`src/chs_cfg.svh`:
```
/*
 * constants for the card host strobe controller.
 * assumes a 100 MHz core clock; included by the package and every module except the card model.
 */
`ifndef CHS_CFG_SVH
`define CHS_CFG_SVH
// ==========================================================
// timing
`define CHS_CLK_PERIOD_NS   10
`define CHS_SETUP_NS        30
`define CHS_SETUP_CYC       ((`CHS_SETUP_NS + `CHS_CLK_PERIOD_NS - 1) / `CHS_CLK_PERIOD_NS)
`define CHS_STROBE_NS       80
`define CHS_STROBE_CYC      ((`CHS_STROBE_NS + `CHS_CLK_PERIOD_NS - 1) / `CHS_CLK_PERIOD_NS)
`define CHS_HOLD_NS         30
`define CHS_HOLD_CYC        ((`CHS_HOLD_NS + `CHS_CLK_PERIOD_NS - 1) / `CHS_CLK_PERIOD_NS)
`define CHS_IRQ_DEPTH       4
`define CHS_DATA_W          16
`define CHS_ADDR_W          11
// mode codes on the mode_sel input
`define CHS_MODE_MEM        2'h0
`define CHS_MODE_IO         2'h1
`define CHS_MODE_IDE        2'h2
`endif

```
`src/chs_pkg.sv`:
```
/*
 * types for the card host strobe controller.
 * assumes chs_cfg.svh is on the include path.
 */
`include "chs_cfg.svh"
package chs_pkg;
    typedef enum logic [1:0] {
        chs_mem_type_mode_mem = `CHS_MODE_MEM,
        chs_mem_type_mode_io  = `CHS_MODE_IO,
        chs_mem_type_mode_ide = `CHS_MODE_IDE
    } chs_mode_type;
    typedef enum logic [2:0] {
        chs_idle, chs_setup, chs_strobe, chs_hold, chs_wait_ready
    } chs_state_type;
endpackage

```
`src/chs_host.sv`:
```
/*
 * host-side controller that drives a removable flash card through its
 * strobe, attribute select and ready/busy pins in three modes.
 * assumes pins come from outside the clock domain; the card data bus
 * is three signals (in, out, enable) resolved by the surroundings.
 */
`timescale 1ns/1ns
`include "chs_cfg.svh"
module chs_host
    import chs_pkg::*;
#(
    parameter int DATA_W = `CHS_DATA_W,
    parameter int ADDR_W = `CHS_ADDR_W
) (
    // clock and reset
    input  wire logic               core_clk,
    input  wire logic               reset,
    input  wire logic               clk_en,
    // user request side
    input  wire logic               req_valid,
    input  wire logic               req_write,
    input  wire logic               req_attr,
    input  wire logic [ADDR_W-1:0]  req_addr,
    input  wire logic [DATA_W-1:0]  req_wdata,
    input  wire chs_pkg::chs_mode_type mode_sel,
    output logic                    req_ready,
    output logic                    rsp_valid,
    output logic      [DATA_W-1:0]  rsp_rdata,
    output logic                    card_ready,
    output logic                    irq_event,
    output logic      [1:0]         irq_last,
    // card pins
    output logic      [ADDR_W-1:0]  card_addr,
    output logic                    io_write_strobe_n,
    output logic                    io_read_strobe_n,
    output logic                    write_enable_n,
    output logic                    output_enable_n,
    output logic                    attr_select_n,
    output logic                    card_reset,
    input  wire logic [DATA_W-1:0]  card_data_in,
    output logic      [DATA_W-1:0]  card_data_out,
    output logic                    card_data_oe,
    input  wire logic               ready_busy_pin
);
    // ==========================================================
    // pin synchronisers
    logic rb_meta, rb_sync, rb_prev;
    logic [DATA_W-1:0] dat_meta, dat_sync;
    always_ff @(posedge core_clk) begin
        if (reset) begin
            rb_meta  <= 1'b0;
            rb_sync  <= 1'b0;
            rb_prev  <= 1'b0;
            dat_meta <= '0;
            dat_sync <= '0;
        end else if (clk_en) begin
            rb_meta  <= ready_busy_pin;
            rb_sync  <= rb_meta;
            rb_prev  <= rb_sync;
            dat_meta <= card_data_in;
            dat_sync <= dat_meta;
        end
    end

    // ==========================================================
    // pin meaning per mode
    function automatic logic card_is_ready(input chs_mode_type m, input logic rb);
        // pull-up idles the pin high; io and ide use it for interrupts
        card_is_ready = (m == chs_mem_type_mode_mem) ? rb : 1'b1;
    endfunction
    function automatic logic irq_active(input chs_mode_type m, input logic rb);
        if (m == chs_mem_type_mode_io) begin
            irq_active = ~rb;
        end else if (m == chs_mem_type_mode_ide) begin
            irq_active = rb;
        end else begin
            irq_active = 1'b0;
        end
    endfunction

    // ==========================================================
    // access sequencer
    chs_state_type state;
    chs_mode_type  cur_mode;
    logic          cur_write;
    logic          cur_attr;
    logic [3:0]    cnt;
    logic          init_done;
    // in memory mode, wait after reset for ready to rise; io and ide go straight to idle
    // no access while busy in init
    always_ff @(posedge core_clk) begin
        if (reset) begin
            state             <= chs_wait_ready;
            cur_mode          <= chs_mem_type_mode_mem;
            cur_write         <= 1'b0;
            cur_attr          <= 1'b0;
            cnt               <= 4'h0;
            init_done         <= 1'b0;
            req_ready         <= 1'b0;
            rsp_valid         <= 1'b0;
            rsp_rdata         <= '0;
            card_addr         <= '0;
            io_write_strobe_n <= 1'b1;
            io_read_strobe_n  <= 1'b1;
            write_enable_n    <= 1'b1;
            output_enable_n   <= 1'b1;
            attr_select_n     <= 1'b1;
            card_data_out     <= '0;
            card_data_oe      <= 1'b0;
        end else if (clk_en) begin
            rsp_valid <= 1'b0;
            case (state)
                chs_wait_ready: begin
                    // memory mode waits for ready high
                    if (card_is_ready(mode_sel, rb_sync) || init_done) begin
                        init_done <= 1'b1;
                        state     <= chs_idle;
                        req_ready <= 1'b1;
                    end
                end
                chs_idle: begin
                    // ide select rides on the output enable pin
                    output_enable_n <= (mode_sel != chs_mem_type_mode_ide);
                    attr_select_n   <= (mode_sel == chs_mem_type_mode_ide) ? 1'b1 : attr_select_n;
                    if (req_valid) begin
                        req_ready <= 1'b0;
                        cur_mode  <= mode_sel;
                        cur_write <= req_write;
                        cur_attr  <= req_attr;
                        card_addr <= req_addr;
                        if (mode_sel == chs_mem_type_mode_ide) begin
                            attr_select_n <= 1'b1;
                        end else if (mode_sel == chs_mem_type_mode_io) begin
                            attr_select_n <= 1'b0;
                        end else begin
                            attr_select_n <= ~req_attr;
                        end
                        card_data_out <= req_wdata;
                        card_data_oe  <= req_write;
                        cnt           <= 4'(`CHS_SETUP_CYC);
                        state         <= chs_setup;
                    end
                end
                chs_setup: begin
                    if (cnt > 4'h1) begin
                        cnt <= cnt - 4'h1;
                    end else begin
                        cnt   <= 4'(`CHS_STROBE_CYC);
                        state <= chs_strobe;
                        // io write not used in memory mode
                        // io mode output enable only for attribute space
                        // io reads via io read strobe
                        if (cur_mode == chs_mem_type_mode_mem) begin
                            write_enable_n  <= ~cur_write;
                            output_enable_n <= cur_write;
                        end else if (cur_mode == chs_mem_type_mode_io && cur_attr) begin
                            write_enable_n  <= ~cur_write;
                            output_enable_n <= cur_write;
                        end else begin
                            io_write_strobe_n <= ~cur_write;
                            io_read_strobe_n  <= cur_write;
                        end
                    end
                end
                chs_strobe: begin
                    if (cnt > 4'h1) begin
                        cnt <= cnt - 4'h1;
                    end else begin
                        // rising edge latches write data in card
                        io_write_strobe_n <= 1'b1;
                        io_read_strobe_n  <= 1'b1;
                        write_enable_n    <= 1'b1;
                        output_enable_n   <= (cur_mode != chs_mem_type_mode_ide);
                        rsp_rdata         <= cur_write ? '0 : dat_sync;
                        cnt               <= 4'(`CHS_HOLD_CYC);
                        state             <= chs_hold;
                    end
                end
                chs_hold: begin
                    if (cnt > 4'h1) begin
                        cnt <= cnt - 4'h1;
                    end else begin
                        card_data_oe <= 1'b0;
                        rsp_valid    <= 1'b1;
                        req_ready    <= 1'b1;
                        state        <= chs_idle;
                    end
                end
                default: begin
                    state <= chs_idle;
                end
            endcase
        end
    end

    // ==========================================================
    // ready and interrupt reporting
    logic [1:0] log_wr_addr;
    logic       irq_now;
    assign irq_now = irq_active(mode_sel, rb_sync) && !irq_active(mode_sel, rb_prev);
    always_ff @(posedge core_clk) begin
        if (reset) begin
            card_ready  <= 1'b0;
            irq_event   <= 1'b0;
            card_reset  <= 1'b1;
            log_wr_addr <= 2'h0;
        end else if (clk_en) begin
            // in memory mode a card held in reset shows busy, seen as not ready here; io and ide report ready
            card_ready  <= card_is_ready(mode_sel, rb_sync);
            irq_event   <= irq_now;
            card_reset  <= 1'b0;
            log_wr_addr <= irq_now ? log_wr_addr + 2'h1 : log_wr_addr;
        end
    end
    chs_irq_log #(
        .DEPTH (`CHS_IRQ_DEPTH),
        .WIDTH (2)
    ) u_log (
        .core_clk (core_clk),
        .clk_en   (clk_en),
        .wr_en    (irq_now),
        .wr_addr  (log_wr_addr),
        .wr_data  (mode_sel),
        .rd_addr  (log_wr_addr - 2'h1),
        .rd_data  (irq_last)
    );

    // ==========================================================
    // checks
    // no io write in memory mode
    a_no_io_write_strobe_n_mem: assert property (@(posedge core_clk) disable iff (reset)
        (state == chs_strobe && cur_mode == chs_mem_type_mode_mem) |-> io_write_strobe_n)
        else $error("io write pulsed in memory mode");
    // write data held across io write strobe rise
    a_wdata_hold: assert property (@(posedge core_clk) disable iff (reset)
        $rose(io_write_strobe_n) |-> card_data_oe)
        else $error("data released before strobe rise");
    a_oe_read: assert property (@(posedge core_clk) disable iff (reset)
        (state == chs_strobe && !output_enable_n && cur_mode != chs_mem_type_mode_ide)
        |-> !cur_write)
        else $error("output enable during write");
    a_attr_ide: assert property (@(posedge core_clk) disable iff (reset)
        (state == chs_strobe && cur_mode == chs_mem_type_mode_ide) |-> attr_select_n)
        else $error("attribute low in ide mode");
    // ide select held low in ide
    a_ide_select: assert property (@(posedge core_clk) disable iff (reset)
        (state == chs_strobe && cur_mode == chs_mem_type_mode_ide) |-> !output_enable_n)
        else $error("ide select released during access");
    a_attr_io: assert property (@(posedge core_clk) disable iff (reset)
        (!io_read_strobe_n || !io_write_strobe_n) && cur_mode == chs_mem_type_mode_io
        |-> !attr_select_n)
        else $error("attribute high in io cycle");
    a_strobe_len: assert property (@(posedge core_clk) disable iff (reset || !clk_en)
        $fell(io_read_strobe_n) |-> !io_read_strobe_n [*2])
        else $error("io read too short");
    a_init_block: assert property (@(posedge core_clk) disable iff (reset)
        !init_done |-> io_read_strobe_n && io_write_strobe_n && output_enable_n)
        else $error("access during init");
    a_ready_init: assert property (@(posedge core_clk) disable iff (reset)
        req_ready |-> init_done)
        else $error("ready before init");
    c_io_write: cover property (@(posedge core_clk) $rose(io_write_strobe_n));
    c_mem_read: cover property (@(posedge core_clk) $rose(output_enable_n));
    c_irq: cover property (@(posedge core_clk) irq_event);
endmodule

```
`src/chs_irq_log.sv`:
```
/*
 * small memory that logs recent card interrupt events for the host.
 * assumes one clock; read data come out of a register.
 */
`timescale 1ns/1ns
`include "chs_cfg.svh"
module chs_irq_log #(
    parameter int DEPTH = `CHS_IRQ_DEPTH,
    parameter int WIDTH = 2
) (
    // clock
    input  wire logic                     core_clk,
    input  wire logic                     clk_en,
    // write side
    input  wire logic                     wr_en,
    input  wire logic [$clog2(DEPTH)-1:0] wr_addr,
    input  wire logic [WIDTH-1:0]         wr_data,
    // read side
    input  wire logic [$clog2(DEPTH)-1:0] rd_addr,
    output logic      [WIDTH-1:0]         rd_data
);
    logic [WIDTH-1:0] mem [DEPTH];
    always_ff @(posedge core_clk) begin
        if (clk_en && wr_en) begin
            mem[wr_addr] <= wr_data;
        end
    end
    always_ff @(posedge core_clk) begin
        if (clk_en) begin
            rd_data <= mem[rd_addr];
        end
    end
endmodule

```
`config.mk`:
```
export PLATFORM = sky130hd
export DESIGN_NAME = chs_host
export DESIGN_NICKNAME = d
export VERILOG_FILES = /design/src/chs_pkg.sv /design/src/chs_host.sv /design/src/chs_irq_log.sv
export VERILOG_INCLUDE_DIRS = /design/src
export SDC_FILE = /design/constraint.sdc
export NUM_CORES = 1
export LEC_CHECK = 0
export ABC_CLOCK_PERIOD_IN_PS = 4200
export BUFFER_PORTS_ARGS = -buffer_cell sky130_fd_sc_hd__buf_2
export CORE_ASPECT_RATIO = 1.4
export CORE_UTILIZATION = 55
export CTS_CLUSTER_DIAMETER = 80
export DETAILED_ROUTE_END_ITERATION = 6
export PLACE_DENSITY = 0.81
export SLEW_MARGIN = 40
export SYNTH_ARGS = -nofsm -noshare
export SYNTH_HDL_FRONTEND = slang
export SYNTH_SLANG_ARGS = --single-unit
```
`constraint.sdc`:
```
create_clock -name core_clk -period 4.2 [get_ports core_clk]
set_clock_uncertainty 0.2 [all_clocks]
set_input_delay 0.84 -clock core_clk [delete_from_list [all_inputs] [get_ports core_clk]]
set_output_delay 0.84 -clock core_clk [all_outputs]
set_load 0.05 [all_outputs]
```
==> flow_results.org <==
** Synthesis
- Yosys mapped a number of flops with a built-in enable equal to 10.
- #FFs+latches synth :: 113
- Synthesis instantiated 55 different standard cells from the library.
- Largest area contributor in the netlist :: sky130_fd_sc_hd__dfxtp_1
- Mean cell area of the mapped netlist :: 9.34 µm²
- Most frequent cell after synthesis :: sky130_fd_sc_hd__dfxtp_1
- Sorting the synthesized cells by how often they occur yields sky130_fd_sc_hd__dfxtp_1, sky130_fd_sc_hd__nand2_1, sky130_fd_sc_hd__nor2_1.
- Summing every instance area after synthesis gives 4590 µm².
- The share of the Yosys chip area taken by registers is 51.5%.
- Ranked by total cell area, the synthesized netlist is headed by sky130_fd_sc_hd__dfxtp_1, sky130_fd_sc_hd__mux2i_1, sky130_fd_sc_hd__nand2_1.
- When the netlist entered floorplanning its net count stood at 549.
- Number of warning messages in the yosys log :: 0
- Area fraction of the dominant cell type after synthesis :: 45.0%
- Fraction of registers with async set/reset :: 0%
- Counting every instance in the synthesized netlist gives 491.
- The most used flip-flop cell after synthesis is sky130_fd_sc_hd__dfxtp_1.

** Job
- The tool flagged a number of max-cap violations equal to 0.

** Critical path
- In this run the worst path has a maximum fanout of 17.
- Source of the worst register-to-register timing path :: state[0]
- The number of buffers and inverters on the critical path is 1.
- The largest single stage delay on the critical path is 640 ps.
- The worst setup path is captured at a register.
- Worst endpoint data arrival time :: 2710 ps
- Among all stages on the critical path, the largest delay is contributed by sky130_fd_sc_hd__nand3_1.
- Required time worst endpoint :: 4270 ps
- Worst path cell trace :: nor2_1 -> nand3_1 -> buf_4 -> nand2_1 -> a21oi_1
- STA classifies the critical path startpoint as a register.
- Crit Path Category :: register to register
- Setup slack, reg-to-reg :: 1560 ps
- For the worst flop-to-flop path, the logic depth is 5.
- The cell family contributing the most delay on the critical path is simple AND/OR/NAND/NOR gates.
- The worst register-to-register path ends at cur_write.

** Detailed routing
- Average detailed-routed wire length per instance :: 14.5 µm
- For this run, design rule violations remaining after detail routing come to 0.
- Post-route ant nets :: 0
- Total length of routed wires :: 10200 µm
- Initial DRT Pass Iterations :: 4
- For this block, the initial DRC count from the detailed router was 385.
- The routed layout has 3766 vias.
- Dividing the detail-routed via count by the number of cells gives 5.36.

** Clock tree
- CTS Root Cell :: sky130_fd_sc_hd__clkbuf_16
- Clock latency on the worst-skew pair, taken at its later pin, is 410 ps.
- In this run the deepest clock path goes through 2 buffers.
- Clock buffers created by TritonCTS :: 17
- Buffers inserted during post-CTS setup optimization :: 0
- Clock tree from TritonCTS :: done
- # resized after CTS :: 0
- CTS clk-pin slew, worst paths :: 50 ps
- The number of hold buffers added after CTS was 0.
- H-tree levels :: 4
- Total clock sinks :: 113

** Floorplan
- Core Region :: 8100 µm²
- 108 I/O pins were placed.
- DIE AREA :: 8710 µm²
- Vertical die dimension :: 110 µm
- The floorplan step set the die width to 79.2 µm.
- Starting density of the core :: 56.6%
- The floorplan has 39 rows.

** GRT
- The via count of the first global-routing pass is 3537.
- Initial antenna violation count :: 0
- All-layer global routing usage :: 24.0%
- The first global-routing pass estimated 15900 µm of wire.
- Global routing finished with a remaining overflow of 0.
- Largest net degree at the start of global routing :: 56

** Min path
- Launch instance of the worst min-delay path :: card_reset
- The worst hold path belongs to the class register to register.
- The worst hold path terminates at card_reset.
- Number of cells on the worst hold path :: 1

** Run status
- Outcome :: finished, final reports clean

** STA
- Post-route fraction of the period consumed by the critical path :: 62.9%
- WHS :: 248 ps
- Setup repair after global routing left no endpoint under its margin.
- Setup violations remaining at the end of the flow were counted as 0.
- The routed design could run at a clock period as short as 2640 ps.
- Final slew viol count :: 0
- Fmax :: 0.379 GHz
- Adding up every negative setup slack in the final design gives 0 ps.
- Measured slew at the worst slew-check pin :: 732 ps
- Final number of hold-violating endpoints :: 0
- Relative slew slack :: 51.2%

** Place
- The count of buffers added on input and output ports is 107.
- DP HPWL :: 6930 µm
- Final weighted congestion in routability-driven placement :: 0.818

** Final layout
- Compared with the post-synthesis result, the final layout area differs by 23.7%.
- Of the cells placed in the final design, the portion with a size suffix greater than 1 is 25.5%.
- Antenna Cells :: 0
- For this run, the post-layout net count is 645.

** Power
- For this design the static power due to leakage is 2.38 nW.
- Power spread over the standard cell area amounts to 472 nW/µm².
- Peak supply drop :: 0.000408 V
==> metrics by stage <==
| stage | area (µm²) | setup slack, ps | std cells | utilization, % | power, mW |
|---|---|---|---|---|---|
| floorplan | 4590 | 2030 | 491 | - | 1.31 |
| global placement | 5110 | 1290 | 670 | 63.1 | 1.36 |
| detailed placement | 5110 | 1280 | 670 | 63.1 | 1.36 |
| CTS | 5670 | 1560 | 702 | 70.0 | 2.69 |
| global route | 5670 | 1380 | 702 | 70.0 | 2.76 |
| finish | 5670 | 1560 | 702 | 70.0 | 2.67 |
==> placed cells by master (no fill, tap or decap), types with 2 or more instances in the layout <==
master	count
sky130_fd_sc_hd__a211oi_1	2
sky130_fd_sc_hd__a21o_1	2
sky130_fd_sc_hd__a21oi_1	54
sky130_fd_sc_hd__a22oi_1	2
sky130_fd_sc_hd__a311oi_1	3
sky130_fd_sc_hd__a31oi_1	2
sky130_fd_sc_hd__a41oi_1	2
sky130_fd_sc_hd__and2_1	4
sky130_fd_sc_hd__and3_1	2
sky130_fd_sc_hd__buf_2	107
sky130_fd_sc_hd__buf_4	6
sky130_fd_sc_hd__clkbuf_1	3
sky130_fd_sc_hd__clkbuf_16	17
sky130_fd_sc_hd__clkbuf_8	3
sky130_fd_sc_hd__clkinv_2	4
sky130_fd_sc_hd__clkinv_4	2
sky130_fd_sc_hd__dfxtp_1	103
sky130_fd_sc_hd__edfxtp_1	10
sky130_fd_sc_hd__ha_1	6
sky130_fd_sc_hd__inv_1	8
sky130_fd_sc_hd__inv_4	2
sky130_fd_sc_hd__mux2i_1	38
sky130_fd_sc_hd__mux4_2	2
sky130_fd_sc_hd__nand2_1	84
sky130_fd_sc_hd__nand2b_1	5
sky130_fd_sc_hd__nand3_1	4
sky130_fd_sc_hd__nand3b_1	17
sky130_fd_sc_hd__nor2_1	55
sky130_fd_sc_hd__nor2b_1	4
sky130_fd_sc_hd__nor3_1	6
sky130_fd_sc_hd__nor4_1	2
sky130_fd_sc_hd__nor4b_1	2
sky130_fd_sc_hd__o21ai_0	8
sky130_fd_sc_hd__o21ai_1	2
sky130_fd_sc_hd__o31ai_1	2
==> sequential cells by signal, indices dropped and copies added, names as in the netlist, 2 cells and up <==
| register | cells |
|---|---|
| card_addr | 11 |
| card_data_out | 16 |
| cnt | 4 |
| cur_mode | 2 |
| dat_meta | 16 |
| dat_sync | 16 |
| log_wr_addr | 2 |
| rsp_rdata | 16 |
| state | 3 |
| u_log.mem | 8 |
| u_log.rd_data | 2 |
==> worst max-delay path by stage <==
stage                         to  slack, ps        start  cells after the start
finish                 cur_write       1560     state[0]                      5
detailed placement  card_data_oe       1280       clk_en                      6
global route        card_data_oe       1380     state[1]                      5
global placement    card_data_oe       1290       clk_en                      6
floorplan              req_ready       2030  mode_sel[0]                      5
CTS                    cur_write       1560     state[1]                      5
==> power by group <==
| part | leakage [nW] | internal [mW] | total, mW | switching, mW |
|---|---|---|---|---|
| sequential | 0.929 | 1.12 | 1.15 | 0.0252 |
| combinational | 1.17 | 0.0718 | 0.200 | 0.128 |
| clock | 0.282 | 0.856 | 1.33 | 0.473 |
==> worst reg2reg max path, stage by stage, from the launching register on <==
cell and delay, ps:
sky130_fd_sc_hd__dfxtp_1 460, sky130_fd_sc_hd__nor2_1 630, sky130_fd_sc_hd__nand3_1 640, sky130_fd_sc_hd__buf_4 410, sky130_fd_sc_hd__nand2_1 90, sky130_fd_sc_hd__a21oi_1 80
==> area by class of cell <==
type | instances | area, µm²
Inverter | 8 | 30.0
Clock buffer | 23 | 478
Tap cell | 102 | 128
Multi-Input combinational cell | 334 | 2010
Sequential cell | 113 | 2360
Clock inverter | 9 | 80.1
Timing Repair Buffer | 113 | 581
Fill cell | 652 | 2430
==> cells by family after synthesis <==
family                   after synthesis  synth area share (%)
AND/OR/NAND/NOR                      197                  20.7
flip-flops                           113                  51.5
adder cells (fa/ha/maj)                6                  1.64
buffers and inverters                 44                  4.61
multiplexers                          40                  9.28
AO/OA/AOI/OAI                         90                  12.1
XOR/XNOR                               1                 0.191
==> layer usage <==
metal / wire length, µm / GRT usage [%]
met1: 3970 / 25.5
met2: 5360 / 43.0
met3: 602 / 7.49
met4: 267 / 11.6
met5: 0 / 0
No activity file was read; power rests on OpenSTA's default activity.
